## src/shared/sdwb_regs.svh

```systemverilog
// Constants for the write burst link: encodings, sizes, register offsets and timing counts.
`ifndef SDWB_REGS_SVH
`define SDWB_REGS_SVH
`define SDWB_BURST_FIXED8 2'h0
`define SDWB_BURST_PERCMD 2'h1
`define SDWB_BURST_FIXED4 2'h2
`define SDWB_BEATS_FULL 4'h8
`define SDWB_BEATS_CHOP 4'h4
`define SDWB_TAIL_FULL 6'h4
`define SDWB_TAIL_CHOP 6'h2
`define SDWB_CWL_LOWEST 5'h09
`define SDWB_SPACING_FORBIDDEN 6'h05
`define SDWB_SPACING_LONG 6'h06
`define SDWB_CLK_DIV 4'h4
`define SDWB_ROW_BITS 4
`define SDWB_MEM_WORDS 16
`define SDWB_FIFO_DEPTH 32
`define SDWB_FIFO_AW 5
// Controller register offsets.
`define SDWB_REG_CONFIG 4'h0
`define SDWB_REG_CMD 4'h1
`define SDWB_REG_DATA 4'h2
`define SDWB_REG_STATUS 4'h3
`define SDWB_REG_TIMING 4'h4
`endif

```

## src/shared/sdwb_pkg.sv

```systemverilog
// Types shared by both ends of the write burst link.
package sdwb_pkg;
  typedef enum logic [1:0] {
    SDWB_MODE_FIXED8 = 2'b00,
    SDWB_MODE_PERCMD = 2'b01,
    SDWB_MODE_FIXED4 = 2'b10
  } sdwb_burst_mode_t;
  typedef enum logic [2:0] {
    SDWB_DEV_IDLE = 3'b000,
    SDWB_DEV_LAT = 3'b001,
    SDWB_DEV_DATA = 3'b010,
    SDWB_DEV_RECOV = 3'b011
  } sdwb_dev_state_t;
  typedef enum logic [2:0] {
    SDWB_HOST_IDLE = 3'b000,
    SDWB_HOST_CMD = 3'b001,
    SDWB_HOST_WAIT = 3'b010,
    SDWB_HOST_DATA = 3'b011,
    SDWB_HOST_GAP = 3'b100
  } sdwb_host_state_t;
endpackage : sdwb_pkg

```

## src/shared/sdwb_link_if.sv

```systemverilog
// Link between the memory controller and the memory device.
`timescale 1ns/10ps
interface sdwb_link_if;
  logic link_clk;
  logic wr_cmd;
  logic auto_precharge_bit;
  logic burst_chop_select_bit;
  logic [3:0] bank;
  logic [3:0] col;
  logic [15:0] dq;
  logic [1:0] byte_mask_n;
  logic strobe;
  modport host (output link_clk, wr_cmd, auto_precharge_bit, burst_chop_select_bit, bank, col, dq,
    byte_mask_n, strobe);
  modport dev (input link_clk, wr_cmd, auto_precharge_bit, burst_chop_select_bit, bank, col, dq,
    byte_mask_n, strobe);
endinterface : sdwb_link_if

```

## src/core/sdwb_fifo.sv

```systemverilog
// Word FIFO with valid and ready on both sides.
`timescale 1ns/10ps
module sdwb_fifo #(
  parameter int WIDTH = 18,
  parameter int DEPTH = 32,
  parameter int AW = 5
) (
  // Clock and reset
  input wire logic i_core_clk,
  input wire logic i_reset_n,
  // Fill side
  input wire logic i_in_valid,
  input wire logic [WIDTH-1:0] i_in_data,
  output logic o_in_ready,
  // Drain side
  output logic o_out_valid,
  output logic [WIDTH-1:0] o_out_data,
  input wire logic i_out_ready
);
  logic [WIDTH-1:0] mem [DEPTH];
  logic [AW:0] wr_ptr;
  logic [AW:0] rd_ptr;
  wire push = i_in_valid && o_in_ready;
  wire pop = o_out_valid && i_out_ready;
  assign o_in_ready = (wr_ptr - rd_ptr) != (AW+1)'(DEPTH);
  assign o_out_valid = wr_ptr != rd_ptr;
  assign o_out_data = mem[rd_ptr[AW-1:0]];
  always_ff @(posedge i_core_clk or negedge i_reset_n)
  begin
    if (!i_reset_n)
    begin
      wr_ptr <= '0;
      rd_ptr <= '0;
    end
    else
    begin
      if (push)
        wr_ptr <= wr_ptr + 1'b1;
      if (pop)
        rd_ptr <= rd_ptr + 1'b1;
    end
  end
  always_ff @(posedge i_core_clk)
  begin
    if (push)
      mem[wr_ptr[AW-1:0]] <= i_in_data;
  end
endmodule : sdwb_fifo

```

## src/core/sdwb_host.sv

```systemverilog
// Memory controller end: issues write commands and drives burst data.
`timescale 1ns/10ps
`include "sdwb_regs.svh"
module sdwb_host
  import sdwb_pkg::*;
(
  // Clock and reset
  input wire logic i_core_clk,
  input wire logic i_reset_n,
  // Register port
  input wire logic [3:0] i_addr,
  input wire logic [31:0] i_wdata,
  input wire logic i_wr,
  input wire logic i_rd,
  output logic [31:0] o_rdata,
  // Link
  sdwb_link_if.host link
);
  // ==========================================================
  // Registers
  logic [1:0] burst_mode;
  logic dm_enable;
  logic dbi_enable;
  logic two_clk_pre;
  logic [4:0] additive_latency;
  logic [4:0] column_write_latency;
  logic [5:0] column_cmd_spacing;
  logic [5:0] write_recovery_time;
  logic [31:0] rdata;
  logic cfg_error;
  logic [7:0] cmd_count;
  sdwb_host_state_t state;
  logic [5:0] cnt;
  logic [3:0] beat;
  logic [3:0] beats;
  logic [2:0] div;
  logic lclk;
  logic cmd_ap;
  logic cmd_bc;
  logic [7:0] cmd_addr;
  // Command FIFO holds {ap, chop_sel, bank, col}; data FIFO holds {mask_n, data}.
  logic cq_valid;
  logic [9:0] cq_data;
  logic dq_valid;
  logic [17:0] dq_data;
  wire cq_ready;
  wire dq_ready;
  wire wr_cfg = i_wr && (i_addr == `SDWB_REG_CONFIG);
  wire wr_cmdr = i_wr && (i_addr == `SDWB_REG_CMD);
  wire wr_data = i_wr && (i_addr == `SDWB_REG_DATA);
  wire wr_tim = i_wr && (i_addr == `SDWB_REG_TIMING);
  wire [5:0] total_write_latency = 6'(additive_latency) + 6'(column_write_latency);
  wire chop_now = (burst_mode == `SDWB_BURST_FIXED4) ||
                  ((burst_mode == `SDWB_BURST_PERCMD) && !cmd_bc);
  wire [5:0] eff_spacing = (two_clk_pre && column_cmd_spacing == `SDWB_SPACING_FORBIDDEN) ?
                           `SDWB_SPACING_LONG : column_cmd_spacing;
  // Recovery plus burst tail, counted in link clocks after the last data pair.
  wire [5:0] recov_tail = write_recovery_time +
                          ((burst_mode == `SDWB_BURST_FIXED4) ? `SDWB_TAIL_CHOP : `SDWB_TAIL_FULL);
  wire cfg_bad = (dm_enable && dbi_enable) ||
                 (two_clk_pre && column_write_latency <= `SDWB_CWL_LOWEST);
  wire lclk_rise = (div == 3'(`SDWB_CLK_DIV / 2 - 1)) && !lclk;
  wire pop_cmd = (state == SDWB_HOST_IDLE) && lclk_rise && !cfg_error;
  wire pop_beat = (state == SDWB_HOST_DATA) && lclk_rise;

  sdwb_fifo #(.WIDTH(10), .DEPTH(`SDWB_FIFO_DEPTH), .AW(`SDWB_FIFO_AW)) u_cmdq (
    .i_core_clk(i_core_clk), .i_reset_n(i_reset_n),
    .i_in_valid(wr_cmdr), .i_in_data(i_wdata[9:0]), .o_in_ready(cq_ready),
    .o_out_valid(cq_valid), .o_out_data(cq_data), .i_out_ready(pop_cmd));
  sdwb_fifo #(.WIDTH(18), .DEPTH(`SDWB_FIFO_DEPTH), .AW(`SDWB_FIFO_AW)) u_dataq (
    .i_core_clk(i_core_clk), .i_reset_n(i_reset_n),
    .i_in_valid(wr_data), .i_in_data(i_wdata[17:0]), .o_in_ready(dq_ready),
    .o_out_valid(dq_valid), .o_out_data(dq_data), .i_out_ready(pop_beat && beat[0] == 1'b0));

  // ==========================================================
  // Register access
  always_ff @(posedge i_core_clk or negedge i_reset_n)
  begin
    if (!i_reset_n)
    begin
      burst_mode <= `SDWB_BURST_FIXED8;
      dm_enable <= 1'b0;
      dbi_enable <= 1'b0;
      two_clk_pre <= 1'b0;
      additive_latency <= 5'h00;
      column_write_latency <= `SDWB_CWL_LOWEST;
      column_cmd_spacing <= `SDWB_SPACING_LONG;
      write_recovery_time <= 6'h0c;
      rdata <= 32'h0;
      cfg_error <= 1'b0;
    end
    else
    begin
      cfg_error <= cfg_bad;
      if (wr_cfg)
      begin
        burst_mode <= i_wdata[1:0];
        dm_enable <= i_wdata[2];
        dbi_enable <= i_wdata[3];
        two_clk_pre <= i_wdata[4];
      end
      if (wr_tim)
      begin
        additive_latency <= i_wdata[4:0];
        column_write_latency <= i_wdata[9:5];
        column_cmd_spacing <= i_wdata[15:10];
        write_recovery_time <= i_wdata[21:16];
      end
      if (i_rd)
        rdata <= {14'h0, cmd_count, 3'(state), cfg_error, cq_ready, dq_ready, cq_valid, dq_valid, 2'(burst_mode)};
    end
  end
  assign o_rdata = rdata;

  // ==========================================================
  // Link clock divider and command sequencer
  always_ff @(posedge i_core_clk or negedge i_reset_n)
  begin
    if (!i_reset_n)
    begin
      div <= 3'h0;
      lclk <= 1'b0;
      state <= SDWB_HOST_IDLE;
      cnt <= 6'h0;
      beat <= 4'h0;
      beats <= 4'h0;
      cmd_ap <= 1'b0;
      cmd_bc <= 1'b1;
      cmd_addr <= 8'h0;
      cmd_count <= 8'h0;
      link.wr_cmd <= 1'b0;
      link.dq <= 16'h0;
      link.byte_mask_n <= 2'h3;
      link.strobe <= 1'b0;
    end
    else
    begin
      div <= (div == 3'(`SDWB_CLK_DIV / 2 - 1)) ? 3'h0 : div + 3'h1;
      if (div == 3'(`SDWB_CLK_DIV / 2 - 1))
        lclk <= !lclk;
      if (lclk_rise)
      begin
        link.wr_cmd <= 1'b0;
        case (state)
          SDWB_HOST_IDLE:
            if (cq_valid && !cfg_error)
            begin
              {cmd_ap, cmd_bc, cmd_addr} <= cq_data;
              link.wr_cmd <= 1'b1;
              cmd_count <= cmd_count + 8'h1;
              state <= SDWB_HOST_WAIT;
              // The preamble only moves the strobe; data always starts after the full latency.
              cnt <= total_write_latency;
            end
          SDWB_HOST_WAIT:
            if (cnt <= 6'h1)
            begin
              state <= SDWB_HOST_DATA;
              beat <= 4'h0;
              beats <= chop_now ? `SDWB_BEATS_CHOP : `SDWB_BEATS_FULL;
            end
            else
            begin
              cnt <= cnt - 6'h1;
              link.strobe <= (cnt <= (two_clk_pre ? 6'h3 : 6'h2)) ? !link.strobe : 1'b0;
            end
          SDWB_HOST_DATA:
          begin
            // Two beats per link clock: one data word covers the pair; the mask rides with it.
            link.dq <= dq_valid ? dq_data[15:0] : 16'h0;
            link.byte_mask_n <= (dq_valid && !dbi_enable) ? dq_data[17:16] : 2'h3;
            link.strobe <= !link.strobe;
            beat <= beat + 4'h2;
            if (beat + 4'h2 >= beats)
            begin
              state <= SDWB_HOST_GAP;
              cnt <= (recov_tail > eff_spacing) ? recov_tail : eff_spacing;
            end
          end
          SDWB_HOST_GAP:
          begin
            link.strobe <= 1'b0;
            if (cnt <= 6'h1)
              state <= SDWB_HOST_IDLE;
            else
              cnt <= cnt - 6'h1;
          end
          default:
            state <= SDWB_HOST_IDLE;
        endcase
      end
    end
  end
  assign link.link_clk = lclk;
  assign link.auto_precharge_bit = cmd_ap;
  assign link.burst_chop_select_bit = cmd_bc;
  assign link.bank = cmd_addr[7:4];
  assign link.col = cmd_addr[3:0];
endmodule : sdwb_host

```

## src/flat_wrapper.sv

```systemverilog
// flat-port wrapper written by rule: the top's interface ports become plain ports
module sdwb_host_flat import sdwb_pkg::*;
  (i_core_clk, i_reset_n, i_addr, i_wdata, i_wr, i_rd, o_rdata, link_link_clk, link_wr_cmd, link_auto_precharge_bit, link_burst_chop_select_bit, link_bank, link_col, link_dq, link_byte_mask_n, link_strobe);
  sdwb_link_if link_i ();
  input wire logic i_core_clk;
  input wire logic i_reset_n;
  input wire logic [3:0] i_addr;
  input wire logic [31:0] i_wdata;
  input wire logic i_wr;
  input wire logic i_rd;
  output logic [31:0] o_rdata;
  output wire logic [$bits(link_i.link_clk)-1:0] link_link_clk;
  output wire logic [$bits(link_i.wr_cmd)-1:0] link_wr_cmd;
  output wire logic [$bits(link_i.auto_precharge_bit)-1:0] link_auto_precharge_bit;
  output wire logic [$bits(link_i.burst_chop_select_bit)-1:0] link_burst_chop_select_bit;
  output wire logic [$bits(link_i.bank)-1:0] link_bank;
  output wire logic [$bits(link_i.col)-1:0] link_col;
  output wire logic [$bits(link_i.dq)-1:0] link_dq;
  output wire logic [$bits(link_i.byte_mask_n)-1:0] link_byte_mask_n;
  output wire logic [$bits(link_i.strobe)-1:0] link_strobe;
  assign link_link_clk = link_i.link_clk;
  assign link_wr_cmd = link_i.wr_cmd;
  assign link_auto_precharge_bit = link_i.auto_precharge_bit;
  assign link_burst_chop_select_bit = link_i.burst_chop_select_bit;
  assign link_bank = link_i.bank;
  assign link_col = link_i.col;
  assign link_dq = link_i.dq;
  assign link_byte_mask_n = link_i.byte_mask_n;
  assign link_strobe = link_i.strobe;
  sdwb_host u_core (.i_core_clk(i_core_clk), .i_reset_n(i_reset_n), .i_addr(i_addr), .i_wdata(i_wdata), .i_wr(i_wr), .i_rd(i_rd), .o_rdata(o_rdata), .link(link_i));
endmodule
```

## config.mk

```make
export PLATFORM = sky130hd
export DESIGN_NAME = sdwb_host_flat
export DESIGN_NICKNAME = d
export VERILOG_FILES = /design/src/shared/sdwb_pkg.sv /design/src/shared/sdwb_link_if.sv /design/src/core/sdwb_fifo.sv /design/src/core/sdwb_host.sv /design/src/flat_wrapper.sv
export VERILOG_INCLUDE_DIRS = /design/src /design/src/shared
export SDC_FILE = /design/constraint.sdc
export NUM_CORES = 1
export LEC_CHECK = 0
export ABC_CLOCK_PERIOD_IN_PS = 5500
export BUFFER_PORTS_ARGS = -buffer_cell sky130_fd_sc_hd__buf_2
export CAP_MARGIN = 20
export CORE_AREA = 2 2 322 324
export CTS_CLUSTER_DIAMETER = 100
export DETAILED_ROUTE_END_ITERATION = 6
export DIE_AREA = 0 0 324 326
export MAX_ROUTING_LAYER = met4
export PLACE_DENSITY_LB_ADDON = 0.15
export SLEW_MARGIN = 15
export SYNTH_ARGS = -nofsm -noshare
export SYNTH_HDL_FRONTEND = slang
export SYNTH_SLANG_ARGS = --single-unit
```

## constraint.sdc

```tcl
create_clock -name i_core_clk -period 5.5 [get_ports i_core_clk]
set_clock_uncertainty 0.1 [all_clocks]
set_input_delay 0.275 -clock i_core_clk [delete_from_list [all_inputs] [get_ports i_core_clk]]
set_output_delay 0.275 -clock i_core_clk [all_outputs]
set_load 0.03 [all_outputs]
```

Word-level counts from Yosys, hierarchy flattened
Memories as Yosys holds them, arrays and structs flattened. A register that Yosys moved wholly into a read port is not among the register bits.
Cells that the tools add are included.
{ "op_classes": {"addsub": 12, "mul": 0, "div": 0, "n_lt_le_gt_ge": 5, "eq_ne": 20, "shift": 0, "muxes": 28, "bitwise_logic": 1, "reduce_logical": 40} }
{ "op_table": {"columns": ["operator", "n"], "rows": [
  ["2-to-1 mux 6 bit", 5],
  ["adder 6 x 1 -> 6 bit, second input constant", 4],
  ["logical AND 1 bit", 19],
  ["2-to-1 mux 3 bit", 6],
  ["one-hot mux 6 bit (3 select lines)", 1],
  ["2-to-1 mux 16 bit", 1],
  ["!= test 6 bit", 2],
  ["!= test 6 bit, second input constant", 2],
  ["one-hot mux 3 bit (4 select lines)", 1],
  ["AND reduction 3 bit", 4],
  ["subtractor 6 bit", 2],
  ["AND reduction 5 bit", 2],
  ["2-to-1 mux 1 bit", 9],
  ["adder 8 x 1 -> 8 bit, second input constant", 1],
  ["2-to-1 mux 4 bit", 2],
  ["!= test 2 bit, second input constant", 4],
  ["one-hot mux 4 bit (2 select lines)", 1],
  ["adder 5 x 5 -> 6 bit", 1],
  ["adder 6 bit", 1],
  ["equality test 3 x 2 -> 1 bit, second input constant", 2],
  ["equality test 6 x 3 -> 1 bit, second input constant", 1],
  ["greater-than comparator 6 bit", 1],
  ["less-or-equal comparator 6 x 1 -> 1 bit, second input constant", 1],
  ["less-or-equal comparator 6 bit", 1],
  ["24 further kinds", 32]
]} }
{ "totals": {"regBits": 119, "latchBits": 0, "ramBits": 896, "rom_bits": 0, "output_inout_bits": 63, "word_cells": 133, "memories": 2} }
{ "memory_table": {"columns": ["memory", "words", "word_bits", "rd", "rd_ports_with_merged_regs", "write_ports", "line_no", "rtl"], "rows": [
  ["u_core.u_dataq.mem", 32, 18, 1, 0, 1, "sdwb_fifo.sv:20", "logic [WIDTH-1:0] mem [DEPTH];"],
  ["u_core.u_cmdq.mem", 32, 10, 1, 1, 1, "sdwb_fifo.sv:20", null]
]} }

Depth between registers and ports, before layout
{ "depth": {"ltp_word": 7, "depth_mapped": 13, "depth_no_buf": 13} }

Hierarchy
A second synthesis with hierarchy kept.
{ "hier_totals": {"cells_unflattened": 2065, "area_unflattened_um2": 41099.4} }
{ "modules_own_cells": {"columns": ["module", "instances", "cells_per_inst", "area_per_inst_um2", "seq_area_each_um2"], "rows": [
  ["sdwb_fifo (u_core.u_dataq)", 1, 982, 22780.6, 17596.9],
  ["sdwb_fifo (u_core.u_cmdq)", 1, 603, 13115.1, 9909.5],
  ["sdwb_host", 1, 480, 5203.7, 2563.7]
]} }

Worst setup path before layout
Ideal clock, no wire load.
{ "synth_timing": {"path_type": "register to register", "from": "register u_core.u_dataq.rd_ptr[1]", "to": "memory u_core.u_dataq.mem[28][0] (enable)", "setup_ns": 0.393, "t_arrival_ns": 3.458, "t_required_ns": 5.007, "path_slack_ns": 1.550, "stages_incl_launch_ff": 11, "n_path_buf": 2, "path_cell_list": "dfrtp_1 > clkbuf_1 > clkbuf_1 > inv_1 > ha_1 > nor2b_1 > o211a_1 > o311a_1 > o21ai_1 > nand3_1 > nor2_1"} }
{ "synth_between": {"elab_chain_cells": 5} }
{ "synth_lines": {"columns": ["element", "line_no", "rtl"], "rows": [
  ["start, declared", "sdwb_fifo.sv:22", "logic [AW:0] rd_ptr;"],
  ["start signal, assigned", "sdwb_fifo.sv:40", "rd_ptr <= rd_ptr + 1'b1;"],
  ["subtractor 6 bit", "sdwb_fifo.sv:25", "assign o_in_ready = (wr_ptr - rd_ptr) != (AW+1)'(DEPTH);"],
  ["!= test 6 bit", "sdwb_fifo.sv:25", null],
  ["logical AND 1 bit", "sdwb_fifo.sv:23", "wire push = i_in_valid && o_in_ready;"],
  ["2-to-1 mux 1 bit", "sdwb_fifo.sv:45", "if (push)"],
  ["2-to-1 mux 1 bit (not written as such)", "sdwb_fifo.sv:46", "mem[wr_ptr[AW-1:0]] <= i_in_data;"],
  ["end, declared", "sdwb_fifo.sv:20", null]
]} }
Every way passes these cells.

Worst setup path after layout
{ "layout_timing": {"from": "register u_core.u_cmdq.rd_ptr[4]", "to": "memory u_core.u_cmdq.mem[18][1], in the netlist u_core.u_cmdq.mem[9][1] (enable)"} }
{ "layout_between": {"elab_chain_cells": 5} }
{ "layout_lines": {"columns": ["element", "line_no"], "rows": [
  ["start, declared", "sdwb_fifo.sv:22"],
  ["start signal, assigned", "sdwb_fifo.sv:40"],
  ["subtractor 6 bit", "sdwb_fifo.sv:25"],
  ["!= test 6 bit", "sdwb_fifo.sv:25"],
  ["logical AND 1 bit", "sdwb_fifo.sv:23"],
  ["2-to-1 mux 1 bit", "sdwb_fifo.sv:45"],
  ["2-to-1 mux 1 bit (not written as such)", "sdwb_fifo.sv:46"],
  ["end, declared", "sdwb_fifo.sv:20"]
]} }
Every way passes these cells.

==> results_dict.tcl <==
set metrics [dict create \
    regArea_um2 30100 \
    grt_max_degree 99 \
    grt_antenna_before_repair 6 \
    slowest_delay_ns 0.91 \
    drv_slew 0 \
    crit_arrival_ns 4.40 \
    cap_violations 0 \
    crit_family "simple AND/OR/NAND/NOR gates" \
    p_leak_nw 15.6 \
    routed_wl_um 97900 \
    floorplan.initialDensity_pct 39.5 \
    coreArea_um2 103000 \
    critPathMaxFanout 23 \
    synthCells 2115 \
    nets 2381 \
    path_cells "inv_1 -> ha_1 -> and3_1 -> o21ai_0 -> o21ai_0 -> o211ai_1 -> nand3_1 -> nor2_1" \
    cts_root_buffer "clkbuf_16" \
    cp.required_ns 5.70 \
    rr_endpoint "u_core.u_cmdq.mem[9][1]$_DFFE_PP_" \
    yosysUniqueCellTypes 68 \
    num_vias 20622 \
    crit_type "flop to flop" \
    path_common_cell "o21ai_0" \
    endpoint_kind "flop" \
    clock_path_buffers 3 \
    design_power_total_mw 21.9 \
    placed_cell_area_um2 43000 \
    synthTopCellsByCount "edfxtp_1, mux4_2, nor2_1" \
    fmax_ghz 0.238 \
    cp_slowest_cell "nor2_1" \
    place.port_buffers 78 \
    p_sw_mw 6.54 \
    synth_most_common_cell "edfxtp_1" \
    rows 118 \
    tns_ns 0 \
    synth_flop_cell "edfxtp_1" \
    post-route-util_pct 45.5 \
    finalSetupViolCount 0 \
    gr-total-overflow 0 \
    rsz0062_at_grt "no" \
    die_y_um 326 \
    ios 103 \
    fin_crit_ns 4.21 \
    postRouteAntennaNets 0 \
    h-tree-depth 3 \
    drc_errors 0 \
    pre_cts_ws_ns 1.33 \
    min_from "i_wdata[17]" \
    async_flop_share_pct 12.3 \
    gp_congestion 0.857 \
    grt_pass1_wl_um 144000 \
    reg2reg_setup_slack_ns 1.29 \
    period_share_pct 76.5 \
    cts_resized 0 \
    area_delta_synth_final_pct 15.2 \
    grt_pass1_vias 21391 \
    synth_top_area_share_pct 66.5 \
    power_density_nw_per_um2 470 \
    swShare_pct 29.8 \
    status "finished clean" \
    relSlewSlack_pct 30.8 \
    drt-pass1-iter-count 5 \
    yosysWarnings 0 \
    synth_area_leaders "edfxtp_1, mux4_2, dfrtp_1" \
    syn_area_um2 40500 \
    min_to "u_core.u_dataq.mem[7][17]$_DFFE_PP_" \
    first_iter_violations 1725 \
    wire_per_inst_um 25.9 \
    chipWidth_um 324 \
    min_path_cells 1 \
    hpwlAfterDp_um 59500 \
    cp_num_buf_inv 1 \
    insertion_delay_ns 0.70 \
    synth_enable_flop_cells 896 \
    clk_pin_slew_ns 0.06 \
    cts_tree "built" \
    r2r_start "u_core.u_cmdq.rd_ptr[4]$_DFFE_PN0P_" \
    die_area_um2 106000 \
    ir_drop_mv 0.474 \
    internal_power_mw 15.4 \
    seq_power_share_pct 42.3 \
    worst_setup_path_start_kind "flop" \
    num-fill-cells 8817 \
    syn_area_per_cell_um2 19.1 \
    layout-drive-gt1-share_pct 26.4 \
    clkPwrFrac_pct 33.1 \
    hold_viol_final 0 \
    numCtsBuffers 108 \
    multi_input_area_um2 9950 \
    worst_slew_pin_slew_ns 1.04 \
    worst_slack_ns 1.29 \
    worstRegToRegCells 8 \
    viasPerCell 5.46 \
    groute.usage.overall_pct 19.3 \
    hold_path.class "input port to flop" \
    fin_area_um2 46700 \
    p_comb_share_pct 24.6 \
    synth_area_leader_cell "edfxtp_1" \
    cts_sinks 1022 \
    ys_seq_elements 1022 \
    yosysSeqAreaShare_pct 74.3 \
]
==> flip-flops by register name, indices dropped and copies added, names as in the netlist, 3 cells and up <==
signal                       flops
u_core.u_dataq.rd_ptr            6
u_core.column_cmd_spacing        6
u_core.o_rdata                  18
u_core.link.dq                  16
u_core.div                       3
u_core.state                     3
u_core.column_write_latency      5
u_core.u_cmdq.mem              320
u_core.u_cmdq.wr_ptr             6
u_core.cnt                       6
u_core.additive_latency          5
u_core.write_recovery_time       6
u_core.cmd_addr                  8
u_core.u_dataq.wr_ptr            6
u_core.u_cmdq.rd_ptr             6
u_core.beat                      3
u_core.u_dataq.mem             576
u_core.cmd_count                 8
==> cells in the final DEF, fill, tap and decap left out, types with 17 or more instances in the layout <==
cell type,netlist,final
buf_2,18,77
nand3_1,30,30
clkinv_2,0,19
clkbuf_16,0,110
nor2_2,1,35
dfrtp_1,117,113
mux2_2,48,48
clkbuf_1,64,22
ha_1,39,39
a21oi_1,25,25
nand2_1,71,71
a22oi_1,22,22
a221oi_1,41,41
inv_1,30,30
o221ai_1,17,17
mux2i_1,48,48
a22o_1,41,41
edfxtp_1,896,896
buf_4,16,81
nor2_1,127,91
mux4_2,200,200
o21ai_0,41,41
xnor2_1,31,31
clkinv_1,1,26
==> kinds of logic after synthesis <==
kind of cell	after synthesis	synth area share [%]
compound gates	251	4.61
xor+xnor	42	0.909
fa+ha+maj	40	1.25
buf+inv	143	1.53
flops	1022	74.3
mux	296	13.6
other cells	1	0.00926
simple gates	320	3.77
==> power groups by stage <==
stage                     clock network, mW  registers [mW]  logic (mW)
after detailed placement                  0            9.43        5.46
after global routing                   7.75            9.32        5.83
after CTS                              7.45            9.27        5.48
after global placement                    0            9.41        5.40
after floorplan                           0            9.39        3.71
final                                  7.27            9.28        5.39
==> worst max path at each step <==
stage,from,endpoint,depth (start not counted)
2_1_floorplan,u_core.u_dataq.rd_ptr[1]$_DFFE_PN0P_,u_core.u_dataq.mem[28][0]$_DFFE_PP_,10
3_3_place_gp,u_core.u_dataq.rd_ptr[1]$_DFFE_PN0P_,u_core.u_dataq.mem[16][13]$_DFFE_PP_,9
3_5_place_dp,u_core.u_cmdq.rd_ptr[4]$_DFFE_PN0P_,u_core.u_cmdq.mem[9][1]$_DFFE_PP_,8
4_1_cts,u_core.u_cmdq.rd_ptr[4]$_DFFE_PN0P_,u_core.u_cmdq.mem[9][1]$_DFFE_PP_,8
5_1_grt,u_core.u_cmdq.rd_ptr[4]$_DFFE_PN0P_,u_core.u_cmdq.mem[9][1]$_DFFE_PP_,8
6_report,u_core.u_cmdq.rd_ptr[4]$_DFFE_PN0P_,u_core.u_cmdq.mem[9][1]$_DFFE_PP_,8
==> layer usage <==
metal  global-route usage [%]  routed length, um  up-vias
met3                     3.48               5370      157
li1                         -                  -     8990
met1                     25.5              42000    10897
met5                        -                  0        -
met2                     30.4              47600      578
met4                     6.25               2950        0
==> layout make-up <==
cell class	instances	share of cell area, %
Tap cell	1380	3.70
Sequential cell	1022	64.5
Timing Repair Buffer	174	2.60
Clock buffer	132	6.08
Inverter	32	0.257
Antenna cell	6	0.0322
Clock inverter	67	1.51
Multi-Input combinational cell	963	21.3
==> per-stage QoR <==
step	hold slack, ns	cells
final	0.0547	3776
after global routing	0.0454	3773
after CTS	0.0134	3768
after detailed placement	0.309	3564
after global placement	0.300	3558
after floorplan	-0.121	2128
==> worst reg2reg max path, stage by stage, from the launching register on <==
cell and delay [ns]:
dfrtp_1 0.80, inv_1 0.11, ha_1 0.39, and3_1 0.21, o21ai_0 0.13, o21ai_0 0.13, o211ai_1 0.42, nand3_1 0.61
nor2_1 0.91
==> what timing repair did <==
item	CTS	global route
buffers inserted	0	0
hold buffers	5	0
hold endpoints to repair	86	0
No activity file was read; power rests on OpenSTA's default activity.
